<file path="src/logic/ccsp_defs.svh">
`ifndef CCSP_DEFS_SVH
`define CCSP_DEFS_SVH

// Field widths
`define CCSP_ADDR_W 7
`define CCSP_DATA_W 9
`define CCSP_WORD_W 16
`define CCSP_BYTE_W 8
`define CCSP_CNT_W 5
`define CCSP_WORD_BITS 5'h10
`define CCSP_LAST_BIT 5'h07

// Readback control register
`define CCSP_RB_CTRL_ADDR 7'h34
`define CCSP_RB_CTRL_RST 9'h000
`define CCSP_RB_MUX_MSB 2
`define CCSP_RB_MUX_LSB 0
`define CCSP_RB_CONT_BIT 3
`define CCSP_RB_EN_BIT 4

// Readable register addresses
`define CCSP_ID0_ADDR 7'h00
`define CCSP_ID1_ADDR 7'h01
`define CCSP_ID2_ADDR 7'h02
`define CCSP_ST_ERR_ADDR 7'h38
`define CCSP_ST_CS1_ADDR 7'h39
`define CCSP_ST_CS2_ADDR 7'h3a
`define CCSP_ST_CS3_ADDR 7'h3b
`define CCSP_ST_CS4_ADDR 7'h3c
`define CCSP_ST_CS5_ADDR 7'h3d
`define CCSP_ST_SPDIF_ADDR 7'h3e
`define CCSP_NO_ADDR 7'h7f

// Readback source selector codes
`define CCSP_MUX_ERR 3'h0
`define CCSP_MUX_CS1 3'h1
`define CCSP_MUX_CS2 3'h2
`define CCSP_MUX_CS3 3'h3
`define CCSP_MUX_CS4 3'h4
`define CCSP_MUX_CS5 3'h5
`define CCSP_MUX_SPDIF 3'h6

// Two-wire device addresses
`define CCSP_TW_ADDR_LO 7'h1a
`define CCSP_TW_ADDR_HI 7'h1b
`define CCSP_LAST_BYTE 2'h2

`endif

</file>
<file path="src/logic/ccsp_placeholder_unused.sv">
`timescale 1ns/1ps
`default_nettype none
`default_nettype wire

</file>
<file path="src/logic/ccsp_pkg.sv">
`default_nettype none
`include "ccsp_defs.svh"

package ccsp_pkg;

	// Two-wire receiver states
	typedef enum logic [4:0] {
		TW_IDLE = 5'h01,
		TW_SHIFT = 5'h02,
		TW_ACKW = 5'h04,
		TW_ACKD = 5'h08,
		TW_DONE = 5'h10
	} ccsp_tw_state_t;

	// Complete state of the control port
	typedef struct packed {
		ccsp_tw_state_t tw_state;
		logic [`CCSP_CNT_W-1:0] bitcnt;
		logic [1:0] byte_idx;
		logic [`CCSP_WORD_W-1:0] shreg;
		logic [`CCSP_DATA_W-1:0] rb_ctrl;
		logic [`CCSP_BYTE_W-1:0] rb_byte;
		logic rb_valid;
		logic [`CCSP_BYTE_W-1:0] rb_shift;
		logic rb_drive;
		logic sda_drive;
		logic wr_stb;
		logic [`CCSP_ADDR_W-1:0] wr_addr;
		logic [`CCSP_DATA_W-1:0] wr_data;
	} ccsp_state_t;

endpackage

`default_nettype wire

</file>
<file path="src/logic/ccsp_top.sv">
`timescale 1ns/1ps
`default_nettype none
`include "ccsp_defs.svh"

module ccsp_top #(
	parameter logic [7:0] DEV_ID0 = 8'h5a, // Arbitrary identification value
	parameter logic [7:0] DEV_ID1 = 8'ha5, // Arbitrary identification value
	parameter logic [7:0] DEV_ID2 = 8'h3c // Arbitrary identification value
) (
	input wire logic clock_i,
	input wire logic sys_rst_i,
	input wire logic control_method_pin_i,
	input wire logic wire_count_select_pin_i,
	input wire logic chip_select_latch_pin_i,
	input wire logic serial_clock_i,
	input wire logic serial_data_input_i,
	output logic serial_data_out_o,
	output logic serial_data_oe_n_o,
	output logic serial_readback_output_o,
	output logic serial_readback_oe_n_o,
	input wire logic [7:0] status_error_i,
	input wire logic [7:0] status_chan1_i,
	input wire logic [7:0] status_chan2_i,
	input wire logic [7:0] status_chan3_i,
	input wire logic [7:0] status_chan4_i,
	input wire logic [7:0] status_chan5_i,
	input wire logic [7:0] status_spdif_i,
	output logic hw_mode_o,
	output logic reg_wr_stb_o,
	output logic [6:0] reg_wr_addr_o,
	output logic [8:0] reg_wr_data_o,
	output logic [8:0] readback_control_o
);

	ccsp_pkg::ccsp_state_t st_ff;
	ccsp_pkg::ccsp_state_t nxt_st;
	logic [4:0] pin_level;
	logic [4:0] pin_rise;
	logic [4:0] pin_fall;
	logic scl_lvl;
	logic scl_rise;
	logic scl_fall;
	logic sdi_lvl;
	logic sdi_rise;
	logic sdi_fall;
	logic cs_lvl;
	logic cs_rise;
	logic cs_fall;
	logic sw_mode;
	logic three_wire;
	logic tw_start;
	logic tw_stop;
	logic [6:0] dev_addr;
	// All five control pins pass the synchroniser before use; the status inputs do not
	ccsp_sync #(
		.W(5)
	) u_sync (
		.clock_i(clock_i),
		.sys_rst_i(sys_rst_i),
		.async_i({wire_count_select_pin_i, control_method_pin_i, chip_select_latch_pin_i,
			serial_data_input_i, serial_clock_i}),
		.level_o(pin_level),
		.rise_o(pin_rise),
		.fall_o(pin_fall)
	);
	// Synchronised pin views
	assign scl_lvl = pin_level[0];
	assign scl_rise = pin_rise[0];
	assign scl_fall = pin_fall[0];
	assign sdi_lvl = pin_level[1];
	assign sdi_rise = pin_rise[1];
	assign sdi_fall = pin_fall[1];
	assign cs_lvl = pin_level[2];
	assign cs_rise = pin_rise[2];
	assign cs_fall = pin_fall[2];
	assign sw_mode = ~pin_level[3];
	assign three_wire = pin_level[4];
	assign tw_start = scl_lvl & sdi_fall;
	assign tw_stop = scl_lvl & sdi_rise;
	assign dev_addr = cs_lvl ? `CCSP_TW_ADDR_HI : `CCSP_TW_ADDR_LO;

	// Readable register contents, top bit marks a readable address
	function automatic logic [8:0] rb_lookup(input logic [6:0] a);
		case (a)
			`CCSP_ID0_ADDR: rb_lookup = {1'b1, DEV_ID0};
			`CCSP_ID1_ADDR: rb_lookup = {1'b1, DEV_ID1};
			`CCSP_ID2_ADDR: rb_lookup = {1'b1, DEV_ID2};
			`CCSP_ST_ERR_ADDR: rb_lookup = {1'b1, status_error_i};
			`CCSP_ST_CS1_ADDR: rb_lookup = {1'b1, status_chan1_i};
			`CCSP_ST_CS2_ADDR: rb_lookup = {1'b1, status_chan2_i};
			`CCSP_ST_CS3_ADDR: rb_lookup = {1'b1, status_chan3_i};
			`CCSP_ST_CS4_ADDR: rb_lookup = {1'b1, status_chan4_i};
			`CCSP_ST_CS5_ADDR: rb_lookup = {1'b1, status_chan5_i};
			`CCSP_ST_SPDIF_ADDR: rb_lookup = {1'b1, status_spdif_i};
			default: rb_lookup = 9'h000;
		endcase
	endfunction
	// Selector code to status register address
	function automatic logic [6:0] mux_to_addr(input logic [2:0] m);
		case (m)
			`CCSP_MUX_ERR: mux_to_addr = `CCSP_ST_ERR_ADDR;
			`CCSP_MUX_CS1: mux_to_addr = `CCSP_ST_CS1_ADDR;
			`CCSP_MUX_CS2: mux_to_addr = `CCSP_ST_CS2_ADDR;
			`CCSP_MUX_CS3: mux_to_addr = `CCSP_ST_CS3_ADDR;
			`CCSP_MUX_CS4: mux_to_addr = `CCSP_ST_CS4_ADDR;
			`CCSP_MUX_CS5: mux_to_addr = `CCSP_ST_CS5_ADDR;
			`CCSP_MUX_SPDIF: mux_to_addr = `CCSP_ST_SPDIF_ADDR;
			default: mux_to_addr = `CCSP_NO_ADDR;
		endcase
	endfunction
	// Next-state logic for both protocols and the readback path
	always_comb begin
		logic commit;
		logic [8:0] rb_sel;
		logic [6:0] rb_src;
		commit = 1'b0;
		rb_sel = 9'h000;
		rb_src = `CCSP_NO_ADDR;
		nxt_st = st_ff;
		nxt_st.wr_stb = 1'b0;
		if (!sw_mode) begin
			// Hardware control: serial port stays quiet
			nxt_st.tw_state = ccsp_pkg::TW_IDLE;
			nxt_st.bitcnt = '0;
			nxt_st.sda_drive = 1'b0;
		end else if (three_wire) begin
			nxt_st.tw_state = ccsp_pkg::TW_IDLE;
			nxt_st.sda_drive = 1'b0;
			if (cs_fall) begin
				nxt_st.bitcnt = '0;
				nxt_st.rb_shift = st_ff.rb_byte;
			end else if (scl_rise && !cs_lvl) begin
				nxt_st.shreg = {st_ff.shreg[14:0], sdi_lvl};
				nxt_st.rb_shift = {st_ff.rb_shift[6:0], 1'b0};
				if (st_ff.bitcnt < `CCSP_WORD_BITS) begin
					nxt_st.bitcnt = 5'(st_ff.bitcnt + 5'h01);
				end
			end else if (cs_rise && st_ff.bitcnt == `CCSP_WORD_BITS) begin
				commit = 1'b1;
			end
		end else if (tw_stop) begin
			nxt_st.tw_state = ccsp_pkg::TW_IDLE;
			nxt_st.sda_drive = 1'b0;
		end else begin
			unique case (st_ff.tw_state)
				ccsp_pkg::TW_IDLE, ccsp_pkg::TW_DONE: begin
					if (tw_start) begin
						nxt_st.tw_state = ccsp_pkg::TW_SHIFT;
						nxt_st.bitcnt = '0;
						nxt_st.byte_idx = 2'h0;
						nxt_st.rb_shift = st_ff.rb_byte;
					end
				end
				ccsp_pkg::TW_SHIFT: begin
					if (tw_start) begin
						nxt_st.tw_state = ccsp_pkg::TW_IDLE;
					end else if (scl_rise) begin
						nxt_st.shreg = {st_ff.shreg[14:0], sdi_lvl};
						nxt_st.rb_shift = {st_ff.rb_shift[6:0], 1'b0};
						nxt_st.bitcnt = 5'(st_ff.bitcnt + 5'h01);
						if (st_ff.bitcnt == `CCSP_LAST_BIT) begin
							if (st_ff.byte_idx == 2'h0 && st_ff.shreg[6:0] != dev_addr) begin
								nxt_st.tw_state = ccsp_pkg::TW_IDLE;
							end else begin
								nxt_st.tw_state = ccsp_pkg::TW_ACKW;
							end
						end
					end
				end
				ccsp_pkg::TW_ACKW: begin
					if (tw_start) begin
						nxt_st.tw_state = ccsp_pkg::TW_IDLE;
					end else if (scl_fall) begin
						nxt_st.tw_state = ccsp_pkg::TW_ACKD;
						nxt_st.sda_drive = 1'b1;
					end
				end
				ccsp_pkg::TW_ACKD: begin
					if (tw_start) begin
						nxt_st.tw_state = ccsp_pkg::TW_IDLE;
						nxt_st.sda_drive = 1'b0;
					end else if (scl_fall) begin
						nxt_st.sda_drive = 1'b0;
						nxt_st.bitcnt = '0;
						if (st_ff.byte_idx == `CCSP_LAST_BYTE) begin
							commit = 1'b1;
							nxt_st.tw_state = ccsp_pkg::TW_DONE;
						end else begin
							nxt_st.byte_idx = 2'(st_ff.byte_idx + 2'h1);
							nxt_st.tw_state = ccsp_pkg::TW_SHIFT;
						end
					end
				end
			endcase
		end
		if (commit) begin
			nxt_st.wr_stb = 1'b1;
			nxt_st.wr_addr = st_ff.shreg[15:9];
			nxt_st.wr_data = st_ff.shreg[8:0];
			if (st_ff.rb_ctrl[`CCSP_RB_CONT_BIT]) begin
				rb_src = mux_to_addr(st_ff.rb_ctrl[`CCSP_RB_MUX_MSB:`CCSP_RB_MUX_LSB]);
			end else begin
				rb_src = st_ff.shreg[15:9];
			end
			rb_sel = rb_lookup(rb_src);
			nxt_st.rb_valid = rb_sel[8];
			nxt_st.rb_byte = rb_sel[7:0];
			if (st_ff.shreg[15:9] == `CCSP_RB_CTRL_ADDR) begin
				nxt_st.rb_ctrl = st_ff.shreg[8:0];
			end
		end
		nxt_st.rb_drive = sw_mode & nxt_st.rb_ctrl[`CCSP_RB_EN_BIT] & nxt_st.rb_valid &
			(three_wire ? ~cs_lvl : (nxt_st.tw_state != ccsp_pkg::TW_IDLE));
	end

	// State register
	always_ff @(posedge clock_i or posedge sys_rst_i) begin
		if (sys_rst_i) begin
			st_ff <= '{tw_state: ccsp_pkg::TW_IDLE, rb_ctrl: `CCSP_RB_CTRL_RST, default: '0};
		end else begin
			st_ff <= nxt_st;
		end
	end

	// Outputs
	assign serial_data_out_o = 1'b0;
	assign serial_data_oe_n_o = ~st_ff.sda_drive;
	assign serial_readback_output_o = st_ff.rb_shift[7];
	assign serial_readback_oe_n_o = ~st_ff.rb_drive;
	assign hw_mode_o = ~sw_mode;
	assign reg_wr_stb_o = st_ff.wr_stb;
	assign reg_wr_addr_o = st_ff.wr_addr;
	assign reg_wr_data_o = st_ff.wr_data;
	assign readback_control_o = st_ff.rb_ctrl;
endmodule

`default_nettype wire

</file>
<file path="src/logic/ccsp_sync.sv">
`timescale 1ns/1ps
`default_nettype none

// Two-stage synchroniser with a third stage for edge detection
module ccsp_sync #(
	parameter int W = 5
) (
	input wire logic clock_i,
	input wire logic sys_rst_i,
	input wire logic [W-1:0] async_i,
	output logic [W-1:0] level_o,
	output logic [W-1:0] rise_o,
	output logic [W-1:0] fall_o
);

	typedef struct packed {
		logic [W-1:0] s1;
		logic [W-1:0] s2;
		logic [W-1:0] s3;
	} ccsp_sync_state_t;

	ccsp_sync_state_t st_ff;
	ccsp_sync_state_t nxt_st;

	// Shift the samples down the chain
	always_comb begin
		nxt_st = st_ff;
		nxt_st.s1 = async_i;
		nxt_st.s2 = st_ff.s1;
		nxt_st.s3 = st_ff.s2;
	end

	// State register
	always_ff @(posedge clock_i or posedge sys_rst_i) begin
		if (sys_rst_i) begin
			st_ff <= '0;
		end else begin
			st_ff <= nxt_st;
		end
	end

	// Level and edges come from the second and third stages only
	assign level_o = st_ff.s2;
	assign rise_o = st_ff.s2 & ~st_ff.s3;
	assign fall_o = ~st_ff.s2 & st_ff.s3;

endmodule

`default_nettype wire

</file>
<file path="config.mk">
export PLATFORM = sky130hd
export DESIGN_NAME = ccsp_top
export DESIGN_NICKNAME = d
export VERILOG_FILES = /design/src/logic/ccsp_placeholder_unused.sv /design/src/logic/ccsp_pkg.sv /design/src/logic/ccsp_top.sv /design/src/logic/ccsp_sync.sv
export VERILOG_INCLUDE_DIRS = /design/src /design/src/logic
export SDC_FILE = /design/constraint.sdc
export NUM_CORES = 1
export LEC_CHECK = 0
export ABC_AREA = 0
export BUFFER_PORTS_ARGS = -buffer_cell sky130_fd_sc_hd__buf_2
export CAP_MARGIN = 20
export CELL_PAD_IN_SITES_DETAIL_PLACEMENT = 0
export CELL_PAD_IN_SITES_GLOBAL_PLACEMENT = 1
export CORE_UTILIZATION = 40
export CTS_CLUSTER_SIZE = 40
export DETAILED_ROUTE_END_ITERATION = 8
export GPL_TIMING_DRIVEN = 0
export HOLD_SLACK_MARGIN = 0.06
export PLACE_DENSITY = 0.85
export REMOVE_ABC_BUFFERS = 1
export SLEW_MARGIN = 30
export SYNTH_ARGS = -nofsm -noshare
export SYNTH_HDL_FRONTEND = slang
export SYNTH_SLANG_ARGS = --single-unit
export TNS_END_PERCENT = 30
</file>
<file path="constraint.sdc">
create_clock -name clock_i -period 7 [get_ports clock_i]
set_input_delay 2.1 -clock clock_i [delete_from_list [all_inputs] [get_ports clock_i]]
set_output_delay 2.1 -clock clock_i [all_outputs]
set_load 0.005 [all_outputs]
</file>
==> results.sh <==
export IMPL_rows=39
export IMPL_die_area_um2=12200
export IMPL_synthToLayoutAreaGrowth_pct=14.4
export IMPL_fin_tns_setup_ns=0
export IMPL_cts_tree="built"
export IMPL_syn_avg_cell_area_um2=10.5
export IMPL_cp_slowest_stage_delay_ns=0.76
export IMPL_ys_ff_latch=86
export IMPL_io_buffers=92
export IMPL_core_area_um2=11500
export IMPL_numCtsBuffers=9
export IMPL_slew_headroom_pct=45.4
export IMPL_drv_cap=0
export IMPL_crit_chain="buf_2"
export IMPL_clockBufferDepth=2
export IMPL_die_y_um=111
export IMPL_path_max_fanout=23
export IMPL_dpl_instance_area_um2=5080
export IMPL_diodes=0
export IMPL_pin_count=94
export IMPL_routed_via_density=5.54
export IMPL_htree_levels=3
export IMPL_cts_sinks=86
export IMPL_crit_type="reg -> out"
export IMPL_firstDrtPassIters=5
export IMPL_synth_distinct_cells=71
export IMPL_clock_root_buffer="clkbuf_16"
export IMPL_setup_viol=0
export IMPL_finalCritPeriodShare_pct=49.0
export IMPL_wl_um=10600
export IMPL_rsz0062_at_grt="no"
export IMPL_peakVddDrop_uv=130
export IMPL_reg2reg_from="st_ff[71]$_DFF_PP0_"
export IMPL_critPathTopFamily="flip-flops"
export IMPL_post_cts_resized=0
export IMPL_power_leakage_nw=2.51
export IMPL_min_path_type="reg -> reg"
export IMPL_drt_initial_drc_count=188
export IMPL_fmax_mhz=291
export IMPL_synthFlopType="dfrtp_1"
export IMPL_antenna_found_initial=0
export IMPL_fp_dieW_um=111
export IMPL_crit_path_end_kind="primary output"
export IMPL_yosysWarnings=0
export IMPL_ant_nets=0
export IMPL_grt_pass1_wl_um=17800
export IMPL_start_util_pct=41.1
export IMPL_grt_pass1_vias=3489
export IMPL_synth_edf_count=0
export IMPL_cp_startpoint="readback_control_o[3]$_DFFE_PP0P_"
export IMPL_gp_congestion=0.841
export IMPL_route_detailed_drc=0
export IMPL_tightest_slew_ns=0.817
export IMPL_synthArstFlopShare_pct=100
export IMPL_min_period_ns=3.43
export IMPL_ys_seq_area_share_pct=45.7
export IMPL_overflow=0
export IMPL_slowest_stage="dfrtp_1"
export IMPL_hold_violations=0
export IMPL_nets=572
export IMPL_hold_buffers=0
export IMPL_arrival_ns=1.33
export IMPL_clk_latency_ns=0.34
export IMPL_layout_drive_gt1_share_pct=33.7
export IMPL_syn_area_um2=4710
export IMPL_grt_usage_pct=18.1
export IMPL_power_density_nw_per_um2=200
export IMPL_via_count=3618
export IMPL_post_cts_buffers=0
export IMPL_fin_area_um2=5390
export IMPL_hold_path_startpoint="u_sync.nxt_st[5]$_DFF_PP0_"
export IMPL_worstSetupStartpointType="flop"
export IMPL_path_buf_inv=1
export IMPL_wire_per_inst_um=16.3
export IMPL_status="completed"
export IMPL_dp_hpwl_um=7770
export IMPL_drv_slew=0
export IMPL_synthCells=450
export IMPL_cp_required_ns=4.90
export IMPL_grt_start_max_net_pins=46
export IMPL_worst_clock_skew_ns=0.00774
export IMPL_path_clk_slew_ns=0.06
## sequential cells by signal, summed over array words and instances, names as in the netlist
register,flops
readback_control_o,9
reg_wr_addr_o,7
reg_wr_data_o,9
reg_wr_stb_o,1
serial_readback_output_o,1
st_ff,46
u_sync.level_o,5
u_sync.nxt_st,5
u_sync.st_ff,3
## logic make-up after synthesis
| group | after synthesis | synth area share, % |
|---|---|---|
| and+or+nand+nor | 138 | 16.6 |
| AOI/OAI and AO/OA | 107 | 16.1 |
| DFF | 86 | 45.7 |
| buffers and inverters | 60 | 7.94 |
| muxes | 52 | 12.2 |
| adders and majority gates | 4 | 1.06 |
| xor gates and xnor gates | 2 | 0.372 |
| other | 1 | 0.0796 |
## final timing paths
path,to,slack (ns),cells past startpoint
max,readback_control_o[3],3.57,1
min,u_sync.level_o[0]$_DFF_PP0_,0.34,0
max reg2reg,readback_control_o[4]$_DFF_PP0_,3.58,6
min reg2reg,u_sync.level_o[0]$_DFF_PP0_,0.34,0
max in group asynchronous,st_ff[68]$_DFF_PP1_,4.64,3
min in group asynchronous,st_ff[45]$_DFFE_PP0P_,1.77,2
## Yosys cell counts (2+ instances only)
cell       n  area share (%)
buf_2      8            0.85
clkbuf_1   9            0.72
a21oi_1   24             2.5
nand4_1    2            0.27
o21ai_2    2            0.37
nand3_1   10             1.1
a22o_1     6             1.1
nor3_1     6            0.64
o22ai_1    2            0.27
buf_4     29             4.6
nor2_1    36             2.9
o32a_1     2            0.42
nand2b_1   9             1.2
nor2b_1   13             1.7
o31ai_1    4            0.64
or2_2      4            0.53
buf_6      4            0.96
a31oi_1    8             1.1
o21ai_1    3            0.32
nor4_1     2            0.27
nor3b_1    6            0.96
dfrtp_1   85              45
nand3b_1   4            0.64
o41ai_1    2            0.37
mux2i_1   10             2.1
ha_1       4             1.1
a221oi_1   3            0.56
nor4b_1    3            0.56
a22oi_1   12             1.9
inv_1     10            0.80
nand4b_1   2            0.37
and2_1     6            0.80
o31a_1     3            0.56
o21ai_0    9            0.96
nand2_1   21             1.7
a222oi_1   3            0.64
a21o_1     7             1.1
or3_1      3            0.40
mux2_2    42              10
## metal layers
| layer | GRT usage (%) | up-vias | routed length [µm] |
|---|---|---|---|
| met3 | 4.67 | 16 | 555 |
| met5 | 0 | - | 0 |
| met4 | 5.51 | 0 | 180 |
| met1 | 24.5 | 1772 | 4820 |
| met2 | 28.7 | 95 | 5080 |
| li1 | - | 1735 | - |
## stage by stage
step                power (mW)  setup slack, ns  hold slack (ns)  std cells  util [%]
global placement         0.608             1.76            0.333        635      43.7
detailed placement       0.614             3.52            0.335        637      44.3
CTS                       1.09             3.54            0.343        653      46.9
global route              1.12             3.38            0.356        653      47.0
floorplan                0.578             2.68            0.331        400         -
finish                    1.08             3.57            0.340        653      47.0
## report_power, final
group	switching (mW)	internal, mW
logic	0.0382	0.0358
registers	0.0161	0.515
clock network	0.186	0.285
total	0.241	0.835
## cell usage in the layout, fill, tap and decap left out, types with 7 or more instances in the layout
master	n
a31oi_1	8
nand2b_1	9
nand3_1	10
clkbuf_16	9
o21ai_0	9
mux2i_1	10
a22oi_1	12
mux2_2	42
nor2_1	36
inv_1	9
dfrtp_1	85
nand2_1	21
buf_2	92
a21o_1	7
nor2b_1	13
a21oi_1	24
## cell type report
| type | count | area, µm² |
|---|---|---|
| clock buffer | 10 | 239 |
| tap | 143 | 179 |
| sequential | 86 | 2150 |
| inverter | 10 | 42.5 |
| clock inverter | 6 | 61.3 |
| timing repair buffer | 94 | 515 |
| fill | 1053 | 6080 |
| multi-input combinational | 304 | 2200 |
No activity file was read; power rests on OpenSTA's default activity.
